## src/pur_pkg.sv

```systemverilog
package pur_pkg;
  localparam logic [5:0] ADDR_CLOCK4    = 6'h04;
  localparam logic [5:0] ADDR_CONTROL   = 6'h08;
  localparam logic [5:0] ADDR_WATCHDOG  = 6'h09;
  localparam logic [5:0] ADDR_ALARM_MON = 6'h0a;
  localparam logic [5:0] ADDR_ALARM_HR  = 6'h0c;
  localparam logic [5:0] ADDR_SECONDS   = 6'h01;
  localparam logic [5:0] ADDR_FLAGS     = 6'h0f;
  localparam int BIT_SEL    = 7;
  localparam int BIT_STOP   = 7;
  localparam int BIT_OUT    = 7;
  localparam int BIT_FREQ_TEST    = 6;
  localparam int BIT_ALARM_FLAG   = 7;
  localparam int BIT_SQ_WAVE      = 6;
  localparam int BIT_ALARM_BACKUP = 5;
  localparam int BIT_HALT   = 6;
  localparam logic [7:0] WD_CLEAR = 8'h00;
  localparam int CLK_MHZ = 100;
  // longest time per setting, rounded down
  localparam int T_MS_00  = 98;
  localparam int T_MS_01  = 200;
  localparam int T_US_1X  = 2000;
  localparam int CYC_00   = T_MS_00 * 1000 * CLK_MHZ;
  localparam int CYC_01   = T_MS_01 * 1000 * CLK_MHZ;
  localparam int CYC_1X   = T_US_1X * CLK_MHZ;
  localparam int CNT_W    = 25;
  typedef enum logic [1:0] {
    PUR_OFF = 2'b00,
    PUR_REC = 2'b01,
    PUR_RUN = 2'b11
  } pur_state_t;
endpackage : pur_pkg

```

## src/pur_timer.sv

```systemverilog
`timescale 1ns/1ps
`default_nettype none
module pur_timer (
  input  wire logic                      mclk,
  input  wire logic                      rstn,
  input  wire logic                      start,
  input  wire logic [pur_pkg::CNT_W-1:0] load,
  output logic                           done
);
  logic [pur_pkg::CNT_W-1:0] cnt_r;
  logic                      run_r;
  always_ff @(posedge mclk or negedge rstn) begin
    if (!rstn) begin
      cnt_r <= '0;
      run_r <= 1'b0;
    end else if (start) begin
      cnt_r <= load;
      run_r <= 1'b1;
    end else if (run_r && cnt_r != '0) begin
      cnt_r <= cnt_r - 1'b1;
    end else begin
      run_r <= 1'b0;
    end
  end
  assign done = run_r && cnt_r == '0;
endmodule : pur_timer
`default_nettype wire

```

## src/pur_pick.sv

```systemverilog
`timescale 1ns/1ps
`default_nettype none
module pur_pick (
  input  wire logic                      sel,
  input  wire logic                      stop,
  input  wire logic [pur_pkg::CNT_W-1:0] len_00,
  input  wire logic [pur_pkg::CNT_W-1:0] len_01,
  input  wire logic [pur_pkg::CNT_W-1:0] len_1x,
  output logic [pur_pkg::CNT_W-1:0]      len
);
  always_comb begin
    if (sel)
      len = len_1x;
    else if (stop)
      len = len_01;
    else
      len = len_00;
  end
endmodule : pur_pick
`default_nettype wire

```

## src/pur_top.sv

```systemverilog
// The strobed register port and the placing of the registers are this design's own decisions.
`timescale 1ns/1ps
`default_nettype none
module pur_top #(
  parameter logic [pur_pkg::CNT_W-1:0] LEN_00 = pur_pkg::CNT_W'(pur_pkg::CYC_00),
  parameter logic [pur_pkg::CNT_W-1:0] LEN_01 = pur_pkg::CNT_W'(pur_pkg::CYC_01),
  parameter logic [pur_pkg::CNT_W-1:0] LEN_1X = pur_pkg::CNT_W'(pur_pkg::CYC_1X)
) (
  input  wire logic       mclk,
  input  wire logic       rstn,
  input  wire logic       supply_ok,
  input  wire logic       battery_valid,
  input  wire logic       power_fail_in,
  input  wire logic [5:0] addr,
  input  wire logic [7:0] wdata,
  input  wire logic       wr,
  input  wire logic       rd,
  output logic      [7:0] rdata,
  output logic            cpu_rst_n_o,
  output logic            cpu_rst_n_oe,
  output logic            power_fail_out_n,
  output logic            deselect
);
  pur_pkg::pur_state_t state_r;
  logic       sup_d_r;
  logic       first_r;
  logic       recovery_len_sel_r;
  logic       osc_stop_r;
  logic       out_level_r;
  logic       halt_update_stamp_r;
  logic       freq_test_en_r;
  logic       alarm_flag_en_r;
  logic       alarm_backup_en_r;
  logic       square_wave_en_r;
  logic       watchdog_steer_r;
  logic [4:0] watchdog_multiplier_r;
  logic [1:0] watchdog_resolution_r;
  logic [6:0] min_sec_r;
  logic [6:0] hour_low_r;
  logic [6:0] ctl_low_r;
  logic [5:0] mon_low_r;
  logic [4:0] alm_low_r;
  logic [7:0] rdata_nxt;
  logic [pur_pkg::CNT_W-1:0] len;
  logic       rise;
  logic       done;
  logic       wr_ok;

  // power-up seen as rising supply_ok
  assign rise  = supply_ok && !sup_d_r;
  // writes blocked outside run: supply settling
  assign wr_ok = wr && state_r == pur_pkg::PUR_RUN;

  pur_pick u_pick (
    .sel    (recovery_len_sel_r),
    .stop   (osc_stop_r),
    .len_00 (LEN_00),
    .len_01 (LEN_01),
    .len_1x (LEN_1X),
    .len    (len)
  );

  pur_timer u_timer (
    .mclk  (mclk),
    .rstn  (rstn),
    .start (rise),
    .load  (len),
    .done  (done)
  );

  always_ff @(posedge mclk or negedge rstn) begin
    if (!rstn)
      sup_d_r <= 1'b0;
    else
      sup_d_r <= supply_ok;
  end

  always_ff @(posedge mclk or negedge rstn) begin
    if (!rstn) begin
      state_r <= pur_pkg::PUR_OFF;
    end else if (!supply_ok) begin
      state_r <= pur_pkg::PUR_OFF;
    end else begin
      unique case (state_r)
        pur_pkg::PUR_OFF: if (rise) state_r <= pur_pkg::PUR_REC;
        pur_pkg::PUR_REC: if (done) state_r <= pur_pkg::PUR_RUN;
        pur_pkg::PUR_RUN: state_r <= pur_pkg::PUR_RUN;
        default:          state_r <= pur_pkg::PUR_OFF;
      endcase
    end
  end

  // first power-up: no battery kept state across the outage
  always_ff @(posedge mclk or negedge rstn) begin
    if (!rstn)
      first_r <= 1'b1;
    else if (rise)
      first_r <= 1'b0;
  end

  // sticky defaults, then software writes
  always_ff @(posedge mclk or negedge rstn) begin
    if (!rstn) begin
      recovery_len_sel_r <= 1'b0;
      osc_stop_r         <= 1'b1;
      out_level_r        <= 1'b1;
    end else if (rise && (first_r || !battery_valid)) begin
      recovery_len_sel_r <= 1'b0;
      osc_stop_r         <= 1'b1;
      out_level_r        <= 1'b1;
    end else if (wr_ok) begin
      // backup power-up keeps these three
      if (addr == pur_pkg::ADDR_CLOCK4)
        recovery_len_sel_r <= wdata[pur_pkg::BIT_SEL];
      if (addr == pur_pkg::ADDR_SECONDS)
        osc_stop_r <= wdata[pur_pkg::BIT_STOP];
      if (addr == pur_pkg::ADDR_CONTROL)
        out_level_r <= wdata[pur_pkg::BIT_OUT];
    end
  end

  always_ff @(posedge mclk or negedge rstn) begin
    if (!rstn) begin
      halt_update_stamp_r   <= 1'b1;
      freq_test_en_r        <= 1'b0;
      alarm_flag_en_r       <= 1'b0;
      alarm_backup_en_r     <= 1'b0;
      square_wave_en_r      <= 1'b0;
      watchdog_steer_r      <= 1'b0;
      watchdog_multiplier_r <= '0;
      watchdog_resolution_r <= '0;
    end else if (rise) begin
      halt_update_stamp_r <= 1'b1;
      freq_test_en_r      <= 1'b0;
      alarm_flag_en_r     <= 1'b0;
      alarm_backup_en_r   <= 1'b0;
      square_wave_en_r    <= 1'b0;
      {watchdog_steer_r, watchdog_multiplier_r, watchdog_resolution_r} <= pur_pkg::WD_CLEAR;
    end else if (wr_ok) begin
      if (addr == pur_pkg::ADDR_ALARM_HR)
        halt_update_stamp_r <= wdata[pur_pkg::BIT_HALT];
      if (addr == pur_pkg::ADDR_CONTROL)
        freq_test_en_r <= wdata[pur_pkg::BIT_FREQ_TEST];
      if (addr == pur_pkg::ADDR_ALARM_MON) begin
        alarm_flag_en_r   <= wdata[pur_pkg::BIT_ALARM_FLAG];
        square_wave_en_r  <= wdata[pur_pkg::BIT_SQ_WAVE];
        alarm_backup_en_r <= wdata[pur_pkg::BIT_ALARM_BACKUP];
      end
      if (addr == pur_pkg::ADDR_WATCHDOG)
        {watchdog_steer_r, watchdog_multiplier_r, watchdog_resolution_r} <= wdata;
    end
  end

  // remaining bits keep no defaults
  always_ff @(posedge mclk or negedge rstn) begin
    if (!rstn) begin
      min_sec_r  <= '0;
      hour_low_r <= '0;
      ctl_low_r  <= '0;
      mon_low_r  <= '0;
      alm_low_r  <= '0;
    end else if (wr_ok) begin
      if (addr == pur_pkg::ADDR_SECONDS)   min_sec_r  <= wdata[6:0];
      if (addr == pur_pkg::ADDR_CLOCK4)    hour_low_r <= wdata[6:0];
      if (addr == pur_pkg::ADDR_CONTROL)   ctl_low_r  <= {1'b0, wdata[5:0]};
      if (addr == pur_pkg::ADDR_ALARM_MON) mon_low_r  <= {1'b0, wdata[4:0]};
      if (addr == pur_pkg::ADDR_ALARM_HR)  alm_low_r  <= wdata[4:0];
    end
  end

  always_comb begin
    rdata_nxt = 8'h00;
    unique case (addr)
      pur_pkg::ADDR_SECONDS:   rdata_nxt = {osc_stop_r, min_sec_r};
      pur_pkg::ADDR_CLOCK4:    rdata_nxt = {recovery_len_sel_r, hour_low_r};
      pur_pkg::ADDR_CONTROL:   rdata_nxt = {out_level_r, freq_test_en_r, ctl_low_r[5:0]};
      pur_pkg::ADDR_WATCHDOG:  rdata_nxt = {watchdog_steer_r, watchdog_multiplier_r, watchdog_resolution_r};
      pur_pkg::ADDR_ALARM_MON: rdata_nxt = {alarm_flag_en_r, square_wave_en_r, alarm_backup_en_r, mon_low_r[4:0]};
      pur_pkg::ADDR_ALARM_HR:  rdata_nxt = {1'b0, halt_update_stamp_r, 1'b0, alm_low_r};
      pur_pkg::ADDR_FLAGS:     rdata_nxt = {7'h00, state_r == pur_pkg::PUR_RUN};
      default:                 rdata_nxt = 8'h00;
    endcase
  end

  always_ff @(posedge mclk or negedge rstn) begin
    if (!rstn)
      rdata <= 8'h00;
    else if (rd)
      rdata <= rdata_nxt;
    else
      rdata <= 8'h00;
  end

  always_ff @(posedge mclk or negedge rstn) begin
    if (!rstn) begin
      cpu_rst_n_o      <= 1'b0;
      cpu_rst_n_oe     <= 1'b1;
      power_fail_out_n <= 1'b0;
      deselect         <= 1'b1;
    end else begin
      // open drain: only ever pull low
      cpu_rst_n_o  <= 1'b0;
      cpu_rst_n_oe <= !(supply_ok && state_r == pur_pkg::PUR_RUN);
      deselect     <= !(supply_ok && state_r == pur_pkg::PUR_RUN);
      if (!supply_ok)
        power_fail_out_n <= 1'b0;
      else if (state_r != pur_pkg::PUR_RUN)
        power_fail_out_n <= 1'b1;
      else
        power_fail_out_n <= power_fail_in;
    end
  end
endmodule : pur_top
`default_nettype wire

```

## config.mk

```make
export PLATFORM = sky130hd
export DESIGN_NAME = pur_top
export DESIGN_NICKNAME = d
export VERILOG_FILES = /design/src/pur_pkg.sv /design/src/pur_timer.sv /design/src/pur_pick.sv /design/src/pur_top.sv
export SDC_FILE = /design/constraint.sdc
export NUM_CORES = 1
export LEC_CHECK = 0
export ABC_CLOCK_PERIOD_IN_PS = 5200
export BUFFER_PORTS_ARGS = -buffer_cell sky130_fd_sc_hd__buf_2
export CORE_ASPECT_RATIO = 0.9
export CORE_MARGIN = 2
export CORE_UTILIZATION = 57
export CTS_CLUSTER_SIZE = 40
export DETAILED_ROUTE_END_ITERATION = 16
export PLACE_DENSITY = 0.76
export SLEW_MARGIN = 20
export SYNTH_ARGS = -nofsm -noshare
export SYNTH_HDL_FRONTEND = slang
export SYNTH_SLANG_ARGS = --single-unit
export TNS_END_PERCENT = 10
```

## constraint.sdc

```tcl
create_clock -name mclk -period 5.2 [get_ports mclk]
set_clock_uncertainty 0.1 [all_clocks]
set_input_delay 0.26 -clock mclk [delete_from_list [all_inputs] [get_ports mclk]]
set_output_delay 0.26 -clock mclk [all_outputs]
set_load 0.005 [all_outputs]
```

**Word level (Yosys, flattened, before mapping)**

Cells that the tools add are included.

- Add/subtract/negate cells: 1
- Reductions and logical operators: 36
- Muxes and demuxes: 47
- Equal/unequal tests: 13

Operator list:

| operator | count |
|---|---|
| $mux W25 | 4 |
| $pmux W8 S7 | 1 |
| $mux W1 | 31 |
| $eq A6 B4 Y1 const B | 5 |
| $reduce_and A2 Y1 | 13 |
| $logic_not A25 Y1 | 1 |
| $reduce_bool A25 Y1 | 1 |
| $sub A25 B1 Y25 const B | 1 |
| $reduce_bool A2 Y1 | 10 |
| $mux W5 | 3 |
| $mux W2 | 6 |
| $mux W8 | 1 |
| $eq A6 B1 Y1 const B | 1 |
| $eq A6 B3 Y1 const B | 1 |
| $logic_and A1 B1 Y1 | 6 |
| $ne A3 B3 Y1 const B | 2 |
| $pmux W2 S3 | 1 |
| $ne A2 B2 Y1 const B | 2 |
| $logic_not A1 Y1 | 3 |
| $eq A2 B1 Y1 const B | 1 |
| $eq A2 B2 Y1 const B | 1 |
| $logic_not A2 Y1 | 1 |
| $logic_or A1 B1 Y1 | 1 |

- Flip-flop bits (word level): 86
- Bits of input ports: 21

**Logic depth before layout (Yosys ltp)**

- Depth in word-level cells: 5
- Gate-level depth with buffers: 9

**Cells and area by module**

A second synthesis with hierarchy kept.

- Cell total of the unflattened synthesis: 472
- Area total of the unflattened synthesis: 4903.5 um2

By module, submodules not included:

| module | area each (um2) | instances | cells an instance |
|---|---|---|---|
| pur_top | 2757.6 | 1 | 220 |
| pur_timer | 1604.0 | 1 | 169 |
| pur_pick | 541.8 | 1 | 83 |

**Least setup slack after synthesis**

Ideal clock, no wire load.

- Path type: reg-to-reg
- Start point: register u_timer.cnt_r[18] in the netlist's numbering
- End point: register u_timer.cnt_r[21] in the netlist's numbering
- Setup time: 0.087 ns
- Data required time: 5.013 ns
- Path slack: 2.697 ns
- Data arrival time: 2.316 ns
- Period minus slack after synthesis: 2.503 ns
- Cell stages (with the launch flop): 6
- Cell sequence: dfrtp_1 > or4_4 > or4b_1 > or4_1 > or4_1 > o211ai_1

- Cells in the longest elaborated chain, start to end: 3
- Elaborated cells between the ends (all ways): 6
- Those cells by class: add/sub (1); mux (2); reduce/logical (3)

RTL lines:

| item | line | source |
|---|---|---|
| start: declaration | pur_timer.sv:10 | `logic [pur_pkg::CNT_W-1:0] cnt_r;` |
| start signal: assignment | pur_timer.sv:17 | `cnt_r <= load;` |
| start signal: assignment | pur_timer.sv:20 | `cnt_r <= cnt_r - 1'b1;` |
| $sub A25 B1 Y25 / $reduce_bool A25 Y1 (equally long branches) | pur_timer.sv:20, pur_timer.sv:19 |  |
| $mux W25 / $logic_and A1 B1 Y1 (equally long branches) | pur_timer.sv:19 | `end else if (run_r && cnt_r != '0) begin` |
| $mux W25 / $reduce_bool A2 Y1 (equally long branches) | - |  |

Several ways; a longest one is shown, not always the timed one. The select of a mux whose other input is x is not followed.
A chain may end at the register's enable or synchronous reset.

**Worst setup path in the final report**

- Start point: input supply_ok
- End point: register u_timer.cnt_r[23] in the netlist's numbering

- Cells in the longest elaborated chain, start to end: 2
- Elaborated cells between the ends (all ways): 3
- Those cells by class: mux (1); reduce/logical (2)

RTL lines:

| item | line | source |
|---|---|---|
| start: declaration | pur_top.sv:11 | `input wire logic supply_ok,` |
| $logic_and A1 B1 Y1 * | pur_top.sv:50 | `assign rise = supply_ok && !sup_d_r;` |
| $mux W25 / $reduce_bool A2 Y1 (equally long branches) | - |  |

Every way passes the cells marked *; elsewhere a longest branch is shown, timed or not.

==> flow_summary.ini <==
[layout]
area_delta_synth_final_pct = 9.98
fin_nets = 441
multiInputGateArea_um2 = 1850
num-fill-cells = 561
regArea_um2 = 2160
drive_above_1_share_pct = 22.2
antenna-diode-count = 0

[setup_path]
cp.required_ns = 5.35
crit_slowest_cell = nor3_1
crit_arrival_ns = 2.88
rrSetupSlack_ns = 2.58
reg2reg_from = sup_d_r$_DFF_PN0_
setup.worst_path.start = supply_ok
path_cells = dlygate4sd3_1 > buf_2 > nand2b_1 > nor3_1 > nor2_1 > and3_1 > nor4_1
path_class = input pin to flop
cp_max_fo = 20
start_kind = input pin
cp-end-kind = flop
crit_path_max_incr_delay_ns = 0.97

[clock_network]
cts.sinks = 86
cts_buffers = 9
clock-root-buffer = clkbuf_8
cts_setup_buffers = 0
h-tree-depth = 3
clock_path_buffers = 2
clock_latency_ns = 0.36
cts.clk_slew.worst_paths_ns = 0.09
cts_tree = built

[detailed_routing]
vias = 3309
post_drt_via_cell_ratio = 6.41
postRouteAntennaNets = 0
drc = 0
post_drt_wl_per_cell_um = 18.0
wl_mm = 9.29
first_pass_iters = 7
initialDrtViolationCount = 317

[floorplan]
dieArea_um2 = 7960
core_um2 = 7040
fp.dieW_um = 93.8
die_h_um = 84.8
placementRows = 29
initial_core_util_pct = 58.8
io_pins = 33

[hold_path]
worstHoldStart = power_fail_in
min-delay-path-class = input pin to flop

[timing]
drv_slew = 0
finalSetupViolCount = 0
worst_pin_slew_ns = 1.05
finalHoldViolations = 0
max_clock_freq_mhz = 367
finalSetupTns_ns = 0
max_slew_margin_pct = 29.7
post-route-min-period_ns = 2.73
rsz0062_at_grt = false
fin_crit_sh_pct = 52.5

[outcome]
outcome = completed

[yosys]
synth_seq_cells = 86
ys_async_sr_fraction_pct = 100
synth-edff-count = 0
yosysWarningCount = 0
yosysUniqueCellTypes = 53
synth_fp_nets = 418
synth_top_flop_cell = dfrtp_1
syn_area_um2 = 4140
synth_area_per_cell_um2 = 10.5
syn_inst = 395
yosysSeqAreaShare_pct = 52.2

[placed_design]
gp_congestion = 0.863
numPortBuffers = 31
place_hpwl_mm = 6.13

[global_routing]
overflow = 0
grt_pass1_wl_mm = 15.2
antenna_found_initial = 0
grt_pass1_vias = 3075
grt_max_degree = 72
track_usage_pct = 24.7

[job]
maxCapViolCount = 0

[power]
peakVddDrop_uv = 162
power_density_nw_per_um2 = 311
p_leak_nw = 1.98
p_total_w = 0.00142
## cell type report
cell class	count	area share [%]
clock buffers	9	2.72
clock inverters	7	1.76
inverters	5	0.412
multi-input cells	280	40.7
flip-flops and latches	86	47.4
well taps	93	2.56
repair buffers	36	4.40
## logic make-up after synthesis
| kind of cell | share of synthesized area [%] |
|---|---|
| AND/OR/NAND/NOR | 18.6 |
| AO/OA/AOI/OAI | 15.4 |
| flip-flops | 52.2 |
| multiplexers | 9.13 |
| buffers and inverters | 3.11 |
| XOR/XNOR | 0.847 |
| adder cells (fa/ha/maj) | 0.605 |
| other | 0.0906 |
## metal layers
metal | vias to the layer above | GRT usage, % | share of wire [%]
li1 | 1529 | - | -
met1 | 1649 | 37.0 | 46
met2 | 117 | 36.6 | 46
met3 | 14 | 5.86 | 6.6
met4 | 0 | 6.72 | 1.2
met5 | - | 0 | 0
## synthesized netlist by cell type, types with 2 or more instances
| master | count | area (um2) |
|---|---|---|
| dfrtp_1 | 81 | 2030 |
| nand2_1 | 46 | 173 |
| mux2_2 | 30 | 338 |
| a21oi_1 | 29 | 145 |
| nor2_1 | 23 | 86.3 |
| nand3_1 | 20 | 100 |
| clkbuf_1 | 18 | 67.6 |
| a222oi_1 | 12 | 120 |
| nor3_1 | 10 | 50.1 |
| or4_1 | 8 | 60.1 |
| nor4_1 | 7 | 43.8 |
| o21ai_0 | 7 | 35.0 |
| o31ai_1 | 7 | 52.6 |
| dfstp_2 | 5 | 131 |
| inv_1 | 5 | 18.8 |
| nand4_1 | 5 | 31.3 |
| a211oi_1 | 4 | 30.0 |
| a22oi_1 | 4 | 30.0 |
| a31oi_1 | 4 | 25.0 |
| and2_1 | 4 | 25.0 |
| and3_1 | 4 | 25.0 |
| mux2i_1 | 4 | 40.0 |
| o211ai_1 | 4 | 30.0 |
| o21a_1 | 4 | 30.0 |
| o31a_1 | 4 | 35.0 |
| or3_1 | 4 | 25.0 |
| and4_1 | 3 | 26.3 |
| nor2b_1 | 3 | 18.8 |
| xor2_1 | 3 | 26.3 |
| a22o_1 | 2 | 17.5 |
| a2bb2oi_1 | 2 | 17.5 |
| buf_2 | 2 | 10.0 |
| buf_4 | 2 | 15.0 |
| ha_1 | 2 | 25.0 |
| nand2b_1 | 2 | 12.5 |
| o2111ai_1 | 2 | 17.5 |
| o22ai_1 | 2 | 12.5 |
| or2_2 | 2 | 12.5 |
## through the flow
step           setup WS (ns)  instance area [um2]  hold WS [ns]  cells  utilization, %
6_report                2.47                 4550        0.0106    516            64.6
5_1_grt                 2.23                 4550        0.0153    516            64.6
4_1_cts                 2.55                 4550       0.00135    516            64.6
3_5_place_dp            2.62                 4330        0.0329    498            61.5
3_3_place_gp            2.60                 4330        0.0308    498            61.5
2_1_floorplan           2.70                 4140        -0.136    395               -
## repair_timing
action	in CTS	in global routing
hold endpoints to repair	16	0
hold buffers	2	0
resized for setup	0	0
## worst max-delay path, delay by kind of cell
kind / cells / cell delay (ns)
and+or+nand+nor: 5 / 1.94
buffers and inverters: 2 / 0.69
## path summary, 6_finish.rpt
| path | end | cells after the start |
|---|---|---|
| min in group asynchronous | u_timer.cnt_r[21]$_DFFE_PN0P_ | 2 |
| setup / recovery | u_timer.cnt_r[23]$_DFFE_PN0P_ | 7 |
| hold reg to reg | out_level_r$_DFFE_PN1P_ | 2 |
| setup reg to reg | u_timer.cnt_r[23]$_DFFE_PN0P_ | 5 |
| hold / removal | power_fail_out_n$_DFF_PN0_ | 2 |
| max in group asynchronous | watchdog_multiplier_r[3]$_DFFE_PN0P_ | 3 |
## flip-flops by register name, summed over array words and instances (netlist names), 2 cells and up
name	flops
u_timer.cnt_r	25
rdata	8
hour_low_r	7
min_sec_r	7
ctl_low_r	6
alm_low_r	5
mon_low_r	5
watchdog_multiplier_r	5
state_r	2
watchdog_resolution_r	2
## power breakdown
group          switching, W  internal (W)
combinational      0.000111     0.0000726
clock              0.000253      0.000227
sequential        0.0000481      0.000705
## placed cells by master, fill, tap and decap left out, types with 9 or more instances in the layout
| master | n |
|---|---|
| dfrtp_1 | 81 |
| buf_2 | 30 |
| a222oi_1 | 12 |
| nor2_1 | 23 |
| a21oi_1 | 29 |
| nand2_1 | 46 |
| nand3_1 | 20 |
| clkbuf_8 | 9 |
| mux2_2 | 30 |
| nor3_1 | 10 |
Note: power is estimated with default switching activity, not from simulation.
